[src/rtl/occ_pkg.sv]
package occ_pkg;

   // ==========================================================
   // bus
   localparam int          ADDR_W       = 8;
   localparam int          DATA_W       = 32;
   localparam logic [31:0] ZERO_WORD    = 32'h0000_0000;

   // ==========================================================
   // register offsets (byte addresses)
   localparam logic [7:0]  OFS_PLL0     = 8'h20;
   localparam logic [7:0]  OFS_PLL1     = 8'h24;
   localparam logic [7:0]  OFS_OSC0     = 8'h28;
   localparam logic [7:0]  OFS_OSC1     = 8'h2c;
   localparam logic [7:0]  OFS_SLOW     = 8'h30;
   localparam logic [7:0]  OFS_IEN_SET  = 8'h40;
   localparam logic [7:0]  OFS_IEN_CLR  = 8'h44;
   localparam logic [7:0]  OFS_IEN_ST   = 8'h48;
   localparam logic [7:0]  OFS_PEND     = 8'h4c;
   localparam logic [7:0]  OFS_PEND_CLR = 8'h50;
   localparam logic [7:0]  OFS_LIVE     = 8'h54;

   // ==========================================================
   // pll control fields
   localparam int          PLL_RUN_B    = 0;
   localparam int          PLL_SEL_B    = 1;
   localparam int          PLL_CNT_LSB  = 24;
   localparam int          PLL_CNT_W    = 6;

   // ==========================================================
   // main oscillator control fields and codes
   localparam int          MOSC_MODE_LSB = 0;
   localparam int          MOSC_SU_LSB   = 8;
   localparam int          CODE_W        = 3;
   localparam logic [2:0]  MODE_EXT      = 3'h0;
   localparam int          MODE_XTAL_B   = 2;
   localparam logic [2:0]  SU_RESERVED   = 3'h7;

   // ==========================================================
   // slow oscillator control fields, codes, reset value
   localparam int          SLOW_RUN_B    = 0;
   localparam int          SLOW_MODE_LSB = 8;
   localparam int          SLOW_SU_LSB   = 16;
   localparam logic [2:0]  SLOW_MODE_XTAL = 3'h1;
   localparam logic [31:0] SLOW_RST      = 32'h0001_0000;

   // ==========================================================
   // interrupt source bits
   localparam int          B_PLL0_LOCK  = 0;
   localparam int          B_PLL1_LOCK  = 1;
   localparam int          B_CLK_DONE   = 5;
   localparam int          B_GATE_DONE  = 6;
   localparam int          B_OSC0       = 7;
   localparam int          B_OSC1       = 8;
   localparam int          B_SLOW       = 9;
   localparam int          B_BOD        = 16;
   localparam logic [31:0] IRQ_USED     = 32'h0001_03e3;
   localparam logic [31:0] CLR_IGNORED  = 32'h0000_0020;

   // ==========================================================
   // startup counts in rc oscillator cycles
   localparam int          CNT_W        = 20;

   function automatic logic [CNT_W-1:0] main_su_cycles(input logic [2:0] code);
      logic [CNT_W-1:0] c;
      c = 20'h00000;
      unique case (code)
         3'h0: c = 20'h00000;
         3'h1: c = 20'h00040;
         3'h2: c = 20'h00080;
         3'h3: c = 20'h00800;
         3'h4: c = 20'h01000;
         3'h5: c = 20'h02000;
         3'h6: c = 20'h04000;
         3'h7: c = 20'hfffff;
      endcase
      return c;
   endfunction

   function automatic logic [CNT_W-1:0] slow_su_cycles(input logic [2:0] code);
      logic [CNT_W-1:0] c;
      c = 20'h00000;
      unique case (code)
         3'h0: c = 20'h00000;
         3'h1: c = 20'h00080;
         3'h2: c = 20'h02000;
         3'h3: c = 20'h04000;
         3'h4: c = 20'h10000;
         3'h5: c = 20'h20000;
         3'h6: c = 20'h40000;
         3'h7: c = 20'h80000;
      endcase
      return c;
   endfunction

   // ==========================================================
   // state
   typedef struct packed {
      logic                        ack;
      logic [31:0]                 dat;
      logic                        irq;
      logic [1:0]                  pll_run;
      logic [1:0]                  pll_sel;
      logic [1:0][PLL_CNT_W-1:0]   pll_cnt;
      logic [1:0][PLL_CNT_W-1:0]   pll_wait;
      logic [1:0]                  pll_lock;
      logic [1:0][2:0]             osc_mode;
      logic [1:0][2:0]             osc_su;
      logic [1:0][CNT_W-1:0]       osc_cnt;
      logic [1:0]                  osc_rdy;
      logic [31:0]                 mask;
      logic [31:0]                 pend;
      logic [31:0]                 live_q;
   } occ_state_t;

   typedef struct packed {
      logic                        run;
      logic [2:0]                  mode;
      logic [2:0]                  su;
      logic [CNT_W-1:0]            cnt;
      logic                        rdy;
      logic                        xtal;
   } occ_slow_t;

endpackage

[src/rtl/occ_top.sv]
// Behaviour
// - each pll takes its reference from main oscillator zero when its select bit is 0, from one when 1.
// - a main oscillator waits 0, 64, 128, 2048, 4096, 8192 or 16384 rc cycles for startup codes 0 to 6; code 7 is reserved.
// - main oscillator mode 0 takes an external clock on the input pin and frees the output pin for i/o.
// - main oscillator modes 4 to 7 drive a crystal across both pins with gain zero to three.
// - the slow oscillator waits 0, 128, 8192, 16384, 65536, 131072, 262144 or 524288 rc cycles for codes 0 to 7.
// - slow oscillator mode 1 drives a crystal, mode 0 takes an external clock and frees the output pin.
// - the slow oscillator runs only while bit 0 of its control register is set.
// - the slow oscillator control register is set to 0x00010000 only by power-on reset.
// - writing ones to the enable-set register sets the matching mask bits of used sources only, zeros do nothing.
// - writing ones to the enable-clear register clears the matching mask bits, zeros do nothing.
// - the read-only mask register shows 1 for each enabled source and resets to zero.
// - sources sit at pll0 lock 0, pll1 lock 1, clock ready 5, gating done 6, osc0 7, osc1 8, slow 9, brown-out 16.
// - a pending bit is set on a rising edge of its live status flag.
// - writing ones to the pending-clear register clears the matching pending bits, except clock ready bit 5, which it ignores.
// - a pll lock rises only after its settle count of slow clock ticks after a write or sleep-exit re-enable.
`timescale 1ns/1ps
`default_nettype none

module occ_top (
   input  wire logic                       i_clock,
   input  wire logic                       i_rst_b,
   input  wire logic                       i_por_b,
   input  wire logic                       i_wb_cyc,
   input  wire logic                       i_wb_stb,
   input  wire logic                       i_wb_we,
   input  wire logic [occ_pkg::ADDR_W-1:0] i_wb_adr,
   input  wire logic [3:0]                 i_wb_sel,
   input  wire logic [occ_pkg::DATA_W-1:0] i_wb_dat,
   output logic                            o_wb_ack,
   output logic      [occ_pkg::DATA_W-1:0] o_wb_dat,
   input  wire logic                       i_rc_tick,
   input  wire logic                       i_slow_tick,
   input  wire logic                       i_sleep_exit,
   input  wire logic                       i_clock_switch_done,
   input  wire logic                       i_gating_done,
   input  wire logic                       i_brownout_seen,
   output logic      [1:0]                 o_pll_run,
   output logic      [1:0]                 o_pll_ref_select,
   output logic      [1:0]                 o_pll_locked,
   output logic      [1:0]                 o_main_osc_xtal,
   output logic      [1:0]                 o_main_osc0_gain,
   output logic      [1:0]                 o_main_osc1_gain,
   output logic      [1:0]                 o_main_osc_stable,
   output logic                            o_slow_osc_run,
   output logic                            o_slow_osc_xtal,
   output logic                            o_slow_osc_stable,
   output logic                            o_irq
);
   import occ_pkg::*;

   // ==========================================================
   // byte lane mask
   function automatic logic [31:0] lane_mask(input logic [3:0] sel);
      logic [31:0] m;
      m = ZERO_WORD;
      for (int b = 0; b < 4; b++) begin
         m[b*8 +: 8] = {8{sel[b]}};
      end
      return m;
   endfunction

   occ_state_t st;
   occ_state_t next_st;
   occ_slow_t  sl;
   occ_slow_t  next_sl;

   logic        req;
   logic        wr_now;
   logic [31:0] wmask;
   logic [31:0] wval;
   logic [31:0] live;
   logic [31:0] clr_bits;
   logic [31:0] rdata;
   logic [1:0]  pll_wr;
   logic [1:0]  osc_wr;
   logic        slow_wr;
   logic [31:0] reg_pll  [2];
   logic [31:0] reg_osc  [2];
   logic [31:0] reg_slow;

   // ==========================================================
   // bus decode
   assign req    = i_wb_cyc & i_wb_stb;
   assign wr_now = req & i_wb_we & st.ack;
   assign wmask  = lane_mask(i_wb_sel);
   assign wval   = i_wb_dat & wmask;

   always_comb begin
      for (int k = 0; k < 2; k++) begin
         reg_pll[k] = ZERO_WORD;
         reg_pll[k][PLL_RUN_B] = st.pll_run[k];
         reg_pll[k][PLL_SEL_B] = st.pll_sel[k];
         reg_pll[k][PLL_CNT_LSB +: PLL_CNT_W] = st.pll_cnt[k];
         reg_osc[k] = ZERO_WORD;
         reg_osc[k][MOSC_MODE_LSB +: CODE_W] = st.osc_mode[k];
         reg_osc[k][MOSC_SU_LSB +: CODE_W] = st.osc_su[k];
      end
      reg_slow = ZERO_WORD;
      reg_slow[SLOW_RUN_B] = sl.run;
      reg_slow[SLOW_MODE_LSB +: CODE_W] = sl.mode;
      reg_slow[SLOW_SU_LSB +: CODE_W] = sl.su;
   end

   always_comb begin
      pll_wr[0] = wr_now & (i_wb_adr == OFS_PLL0);
      pll_wr[1] = wr_now & (i_wb_adr == OFS_PLL1);
      osc_wr[0] = wr_now & (i_wb_adr == OFS_OSC0);
      osc_wr[1] = wr_now & (i_wb_adr == OFS_OSC1);
      slow_wr   = wr_now & (i_wb_adr == OFS_SLOW);
   end

   // ==========================================================
   // read mux, unmapped and write-only offsets read zero
   always_comb begin
      unique case (i_wb_adr)
         OFS_PLL0:   rdata = reg_pll[0];
         OFS_PLL1:   rdata = reg_pll[1];
         OFS_OSC0:   rdata = reg_osc[0];
         OFS_OSC1:   rdata = reg_osc[1];
         OFS_SLOW:   rdata = reg_slow;
         OFS_IEN_ST: rdata = st.mask;
         OFS_PEND:   rdata = st.pend;
         OFS_LIVE:   rdata = st.live_q;
         default:    rdata = ZERO_WORD;
      endcase
   end

   // ==========================================================
   // live status flags
   always_comb begin
      live           = ZERO_WORD;
      live[B_PLL0_LOCK] = st.pll_lock[0];
      live[B_PLL1_LOCK] = st.pll_lock[1];
      live[B_CLK_DONE]  = i_clock_switch_done;
      live[B_GATE_DONE] = i_gating_done;
      live[B_OSC0]   = st.osc_rdy[0];
      live[B_OSC1]   = st.osc_rdy[1];
      live[B_SLOW]   = sl.rdy;
      live[B_BOD]    = i_brownout_seen;
   end

   assign clr_bits = (wr_now && i_wb_adr == OFS_PEND_CLR) ?
                     (wval & ~CLR_IGNORED) : ZERO_WORD;

   // ==========================================================
   // next state
   always_comb begin
      next_st = st;
      next_sl = sl;

      // bus handshake: ack one cycle, data latched with it
      next_st.ack = req & ~st.ack;
      next_st.dat = (req & ~st.ack) ? rdata : ZERO_WORD;

      // main oscillators
      for (int k = 0; k < 2; k++) begin
         if (osc_wr[k]) begin
            next_st.osc_mode[k] = (reg_osc[k][MOSC_MODE_LSB +: CODE_W] & ~wmask[2:0])
                                  | wval[MOSC_MODE_LSB +: CODE_W];
            next_st.osc_su[k]   = (reg_osc[k][MOSC_SU_LSB +: CODE_W]
                                   & ~wmask[MOSC_SU_LSB +: CODE_W])
                                  | wval[MOSC_SU_LSB +: CODE_W];
            next_st.osc_cnt[k]  = '0;
            next_st.osc_rdy[k]  = 1'b0;
         end else if (!(st.osc_mode[k] == MODE_EXT || st.osc_mode[k][MODE_XTAL_B])) begin
            next_st.osc_cnt[k]  = '0;                                    // reserved mode idles
            next_st.osc_rdy[k]  = 1'b0;
         end else if (!st.osc_rdy[k] && st.osc_su[k] != SU_RESERVED) begin
            if (st.osc_cnt[k] >= main_su_cycles(st.osc_su[k])) begin
               next_st.osc_rdy[k] = 1'b1;
            end else if (i_rc_tick) begin
               next_st.osc_cnt[k] = st.osc_cnt[k] + 20'h00001;
            end
         end
      end

      // plls
      for (int k = 0; k < 2; k++) begin
         if (pll_wr[k]) begin
            next_st.pll_run[k] = (st.pll_run[k] & ~wmask[PLL_RUN_B]) | wval[PLL_RUN_B];
            next_st.pll_sel[k] = (st.pll_sel[k] & ~wmask[PLL_SEL_B]) | wval[PLL_SEL_B];
            next_st.pll_cnt[k] = (st.pll_cnt[k] & ~wmask[PLL_CNT_LSB +: PLL_CNT_W])
                                 | wval[PLL_CNT_LSB +: PLL_CNT_W];
            next_st.pll_wait[k] = '0;
            next_st.pll_lock[k] = 1'b0;
         end else if (!st.pll_run[k] || i_sleep_exit) begin
            next_st.pll_wait[k] = '0;
            next_st.pll_lock[k] = 1'b0;
         end else if (!st.pll_lock[k] && st.osc_rdy[st.pll_sel[k]]) begin
            if (st.pll_wait[k] >= st.pll_cnt[k]) begin
               next_st.pll_lock[k] = 1'b1;
            end else if (i_slow_tick) begin
               next_st.pll_wait[k] = st.pll_wait[k] + 6'h01;
            end
         end
      end

      // slow oscillator
      if (slow_wr) begin
         next_sl.run  = (sl.run & ~wmask[SLOW_RUN_B]) | wval[SLOW_RUN_B];
         next_sl.mode = (sl.mode & ~wmask[SLOW_MODE_LSB +: CODE_W])
                        | wval[SLOW_MODE_LSB +: CODE_W];
         next_sl.su   = (sl.su & ~wmask[SLOW_SU_LSB +: CODE_W])
                        | wval[SLOW_SU_LSB +: CODE_W];
         next_sl.cnt  = '0;
         next_sl.rdy  = 1'b0;
      end else if (!sl.run || !(sl.mode == MODE_EXT || sl.mode == SLOW_MODE_XTAL)) begin
         next_sl.cnt  = '0;
         next_sl.rdy  = 1'b0;
      end else if (!sl.rdy) begin
         if (sl.cnt >= slow_su_cycles(sl.su)) begin
            next_sl.rdy = 1'b1;
         end else if (i_rc_tick) begin
            next_sl.cnt = sl.cnt + 20'h00001;
         end
      end
      next_sl.xtal = next_sl.run & (next_sl.mode == SLOW_MODE_XTAL);

      // interrupt mask, set and clear
      if (wr_now && i_wb_adr == OFS_IEN_SET) begin
         next_st.mask = st.mask | (wval & IRQ_USED);
      end else if (wr_now && i_wb_adr == OFS_IEN_CLR) begin
         next_st.mask = st.mask & ~wval;
      end

      // pending bits: a rising edge wins over a clear in the same cycle
      next_st.live_q = live;
      next_st.pend   = ((st.pend & ~clr_bits) | (live & ~st.live_q)) & IRQ_USED;
      next_st.irq    = |(next_st.pend & next_st.mask);
   end

   // ==========================================================
   // registers
   always_ff @(posedge i_clock or negedge i_rst_b) begin
      if (!i_rst_b) begin
         st <= '0;
      end else begin
         st <= next_st;
      end
   end

   always_ff @(posedge i_clock or negedge i_por_b) begin
      if (!i_por_b) begin
         sl.run  <= SLOW_RST[SLOW_RUN_B];
         sl.mode <= SLOW_RST[SLOW_MODE_LSB +: CODE_W];
         sl.su   <= SLOW_RST[SLOW_SU_LSB +: CODE_W];
         sl.cnt  <= '0;
         sl.rdy  <= 1'b0;
         sl.xtal <= 1'b0;
      end else begin
         sl <= next_sl;
      end
   end

   // ==========================================================
   // outputs
   assign o_wb_ack          = st.ack;
   assign o_wb_dat          = st.dat;
   assign o_irq             = st.irq;
   assign o_pll_run         = st.pll_run;
   assign o_pll_ref_select  = st.pll_sel;
   assign o_pll_locked      = st.pll_lock;
   assign o_main_osc_xtal   = {st.osc_mode[1][MODE_XTAL_B],
                               st.osc_mode[0][MODE_XTAL_B]};
   assign o_main_osc0_gain  = st.osc_mode[0][1:0];
   assign o_main_osc1_gain  = st.osc_mode[1][1:0];
   assign o_main_osc_stable = st.osc_rdy;
   assign o_slow_osc_run    = sl.run;
   assign o_slow_osc_xtal   = sl.xtal;
   assign o_slow_osc_stable = sl.rdy;

endmodule

`default_nettype wire

[config.mk]
export PLATFORM = sky130hd
export DESIGN_NAME = occ_top
export DESIGN_NICKNAME = d
export VERILOG_FILES = /design/src/rtl/occ_pkg.sv /design/src/rtl/occ_top.sv
export SDC_FILE = /design/constraint.sdc
export NUM_CORES = 1
export LEC_CHECK = 0
export BUFFER_PORTS_ARGS = -buffer_cell sky130_fd_sc_hd__buf_2
export CAP_MARGIN = 20
export CORE_UTILIZATION = 45
export CTS_CLUSTER_DIAMETER = 200
export CTS_CLUSTER_SIZE = 25
export DETAILED_ROUTE_END_ITERATION = 8
export HOLD_SLACK_MARGIN = 0.15
export PLACE_DENSITY = 0.66
export SETUP_SLACK_MARGIN = 0.02
export SLEW_MARGIN = 15
export SYNTH_ARGS = -nofsm -noshare
export SYNTH_HDL_FRONTEND = slang
export SYNTH_SLANG_ARGS = --single-unit
[constraint.sdc]
create_clock -name i_clock -period 4.1 [get_ports i_clock]
set_input_delay 0 -clock i_clock [delete_from_list [all_inputs] [get_ports i_clock]]
set_output_delay 0 -clock i_clock [all_outputs]
set_load 0.005 [all_outputs]
* Word-level counts from Yosys, hierarchy flattened
Memory sizes are Yosys's and may differ from the RTL's.
Index checks and enable logic that the tools add are counted.
** Storage, ports and cells
- Memories :: 3
- Memory bits (read-only) :: 376
- Bits in registers :: 195
** Operators by class
- Add/subtract/negate cells :: 5
- Multiplexer cells :: 61
- Equality and inequality tests :: 27
- Order comparisons :: 7
- Reduce and logical (&&, ||, !) cells :: 41
- Bitwise operators :: 52
** Memory list
- (no name shown) :: depth 8, width 20, read ports 1, clocked after Yosys merged registers in 0, wr ports 0, RTL line occ_pkg.sv:67 : unique case (code)
- (no name shown) :: depth 8, width 20, read ports 1, clocked after Yosys merged registers in 0, wr ports 0, RTL line occ_pkg.sv:67
- (no name shown) :: depth 8, width 7, read ports 1, clocked after Yosys merged registers in 0, wr ports 0, RTL line occ_pkg.sv:83 : unique case (code)
** Operators with widths (number)
- $mux W20 :: 21
- $pmux W32 S8 :: 1
- $mux W32 :: 3
- $and A32 B32 Y32 :: 2
- $mux W21 :: 3
- $add A20 B1 Y20 const B :: 3
- $ge A20 B20 Y1 :: 3
- $mux W6 :: 10
- $eq A8 B7 Y1 const B :: 6
- $eq A8 B6 Y1 const B :: 5
- $and A17 B17 Y17 :: 2
- $not A17 Y17 :: 2
- $and A17 B32 Y32 :: 1
- $not A32 Y32 :: 1
- $or A32 B17 Y32 :: 1
- $reduce_or A32 Y1 :: 1
- $ne A3 B3 Y1 const B :: 9
- $mux W1 :: 21
- $reduce_bool A3 Y1 :: 7
- $and A3 B3 Y3 :: 6
- $or A3 B3 Y3 :: 6
- $mux W17 :: 1
- $or A17 B17 Y17 :: 1
- $and A1 B1 Y1 :: 15
- 19 further kinds :: 62

* Depth between registers and ports, before layout
- Depth after elaboration :: 11
- Depth in mapped cells :: 13

* Worst setup path before layout
OpenSTA, ideal clock, no wires.
- Kind :: flip-flop to flip-flop
- From :: register with a tool-made name
- To :: register st, in the netlist o_main_osc_stable[0]
- Path buffers :: 2
- Arrival time :: 2.933 ns
- Slack :: 1.090 ns
- Data required time :: 4.023 ns
- Stages on the path, launching flop included :: 14
- Path through :: dfrtp_1 -> ha_1 -> nand2_1 -> inv_1 -> a21oi_1 -> ha_1 -> nand2_1 -> o21ai_0 -> nor3_1 -> a211oi_1 -> clkbuf_1 -> clkbuf_1 -> o21ai_0 -> a21oi_1
** RTL lines
- end signal, assigned :: RTL line occ_top.sv:239 : st <= next_st;
- end, declared :: RTL line occ_top.sv:63 : occ_state_t st;

==> results.py <==
metrics = {
    "global_route": {
        "grt_pass1_wl_mm": 45.1,
        "antenna_found_initial": 0,
        "grt_max_degree": 90,
        "grt_usage": 0.233,
        "grt_pass1_vias": 8427,
        "gr-total-overflow": 0,
    },
    "synthesis": {
        "synth_area_leader_cell": "dfrtp_1",
        "syn_avg_cell_area_um2": 9.92,
        "ys_warn_count": 0,
        "yosys.cell_count.top_type": "dfrtp_1",
        "synth_ff_type": "dfrtp_1",
        "synth_seq_cells": 195,
        "synth.top_cell.area_share": 0.441,
        "synth_area_leaders": "dfrtp_1 44%, ha_1 8.3%, nand2_1 3.3%, buf_4 3.1%, mux2_2 3.1%",
        "synth_commonest_cells": "194 x dfrtp_1, 96 x nand2_1, 73 x ha_1, 66 x a21oi_1, 47 x nor2_1",
        "synth.yosys.seq_area_share": 0.443,
        "synth_edf_count": 0,
        "syn-cell-area_um2": 11000,
        "syn_inst": 1111,
        "ys_types": 66,
        "synth_nets": 1240,
        "async_flop_share": 1.00,
    },
    "cts": {
        "cts.sinks": 195,
        "cts_buffers": 17,
        "clk_latency_ns": 0.45,
        "clockBufferDepth": 2,
        "htreeDepth": 4,
        "post_cts_buffers": 0,
        "cts_root_buf": "clkbuf_16",
        "cts_tree": "built",
        "clk_pin_slew_ns": 0.07,
    },
    "timing": {
        "whs_ns": 0.185,
        "final_hold_viol_count": 0,
        "layout_min_cycle_time_ns": 3.36,
        "rsz0062_at_grt": "no",
        "fmax_mhz": 298,
        "fin_crit_sh": 0.820,
        "relSlewSlack": 0.363,
        "final-max-slew-violation-count": 0,
        "worst_slack_ns": 0.739,
        "final.setup.tns_ns": 0,
        "fin_skew_ns": 0.0158,
        "tightest_slew_ns": 0.955,
        "final-setup-viol-count": 0,
    },
    "floorplan": {
        "fp.dieArea_um2": 25100,
        "io_pins": 107,
        "initial_core_util": 0.464,
        "core_area_um2": 23800,
        "die_h_um": 158,
        "std_cell_rows": 56,
        "die_w_um": 158,
    },
    "finish": {
        "final_cell_area_um2": 12800,
        "layout.nets": 1349,
        "area_growth_pct": 16.1,
        "fin_util": 0.539,
        "num_antenna_cells": 0,
        "final_layout_size_suffix_gt1_frac": 0.164,
    },
    "routing": {
        "wl_per_cell_um": 17.9,
        "routed_wl_mm": 27.8,
        "drc_errors": 0,
        "vias": 8949,
        "drtAntennaViolNets": 0,
        "firstDrtPassIters": 6,
        "vias_per_cell": 5.77,
        "drt_iter0_drc": 695,
    },
    "worst_setup_path": {
        "r2r_end": "st[120]",
        "worstSetupEndpointType": "register",
        "worst_setup_path_start_kind": "register",
        "r2r_cells": 9,
        "rrSetupSlack_ns": 0.74,
        "crit_type": "reg -> reg",
        "critPathArrivalTime_ns": 3.73,
        "cp_max_fo": 26,
        "required_ns": 4.47,
    },
    "pwr": {
        "vdd_drop_max_v": 0.000253,
        "p_leak_nw": 5.95,
        "power_density_nw_per_um2": 303,
    },
    "run": {
        "maxCapViolations": 0,
    },
    "run_status": {
        "status": "finished, final reports clean",
    },
    "place": {
        "place_area_um2": 11500,
        "portBuffers": 106,
        "post-place-ws_ns": 0.743,
        "gp_congestion": 0.840,
        "dp_hpwl_mm": 19.3,
    },
    "min_path": {
        "hp-class": "in -> async",
    },
}
## worst max-delay path: stages (launching register included)
cell,delay [ns]
dfrtp_1,0.45
ha_1,0.23
nand2_1,0.42
ha_1,0.35
a211o_1,0.29
a31oi_1,0.15
nor3_1,0.08
o31a_1,0.57
or4_1,0.59
a21oi_1,0.16
## routing by layer
metal / global-route usage / vias up / wire [um]
li1: - / 4291 / -
met1: 0.334 / 4410 / 13300
met2: 0.361 / 226 / 12800
met3: 0.0455 / 22 / 1360
met4: 0.0582 / 0 / 336
met5: 0 / - / 0
## how the worst max path moves through the flow
stage / from / end / cells after the start
2_1_floorplan: register / o_main_osc_stable[0] / 13
3_3_place_gp: register / st[121] / 9
3_5_place_dp: register / st[121] / 9
4_1_cts: register / st[120] / 9
5_1_grt: register / st[121] / 9
6_report: register / st[120] / 9
## cell families (layout without fill, tap and decap cells)
group | after synthesis | after routing | share of synthesized area
muxes | 54 | 54 | 0.0525
and+or+nand+nor | 395 | 395 | 0.200
AOI/OAI and AO/OA | 248 | 248 | 0.150
buffers and inverters | 139 | 261 | 0.0653
xor gates and xnor gates | 7 | 7 | 0.00557
adders and majority gates | 73 | 73 | 0.0829
DFF | 195 | 195 | 0.443
## area by class of cell
class	instances	area, um2
fill	2128	11000
clock inverter	13	161
sequential	195	4880
inverter	46	173
multi-input combinational	777	5440
timing repair buffer	183	1290
clock buffer	19	443
tap	319	399
## report_power, final
| group | internal [mW] | switching (mW) | total (mW) |
|---|---|---|---|
| logic | 0.0772 | 0.116 | 0.193 |
| clock network | 0.941 | 0.809 | 1.75 |
| registers | 1.93 | 0.00523 | 1.93 |
| total | 2.94 | 0.930 | 3.87 |
## placed cells by master (no fill, tap or decap), types with 40 or more instances in the layout
cell | synthesis | routed
a21oi_1 | 66 | 65
buf_2 | 14 | 106
dfrtp_1 | 194 | 194
dlygate4sd3_1 | 0 | 63
ha_1 | 73 | 73
inv_1 | 46 | 46
nand2_1 | 96 | 96
nand3_1 | 40 | 40
nor2_1 | 47 | 47
o21ai_0 | 40 | 40
## repair_timing
action / in CTS / in global routing
endpoints found under the hold margin: 210 / 0
gates resized for setup: 0 / 0
hold buffers: 64 / 0
## metrics by stage
step	power, mW	std cells
after global placement	2.12	1454
after floorplan	2.02	1111
after CTS	3.91	1550
after global routing	4.01	1552
after detailed placement	2.12	1454
final	3.87	1552
Note: power is estimated with default switching activity, not from simulation.
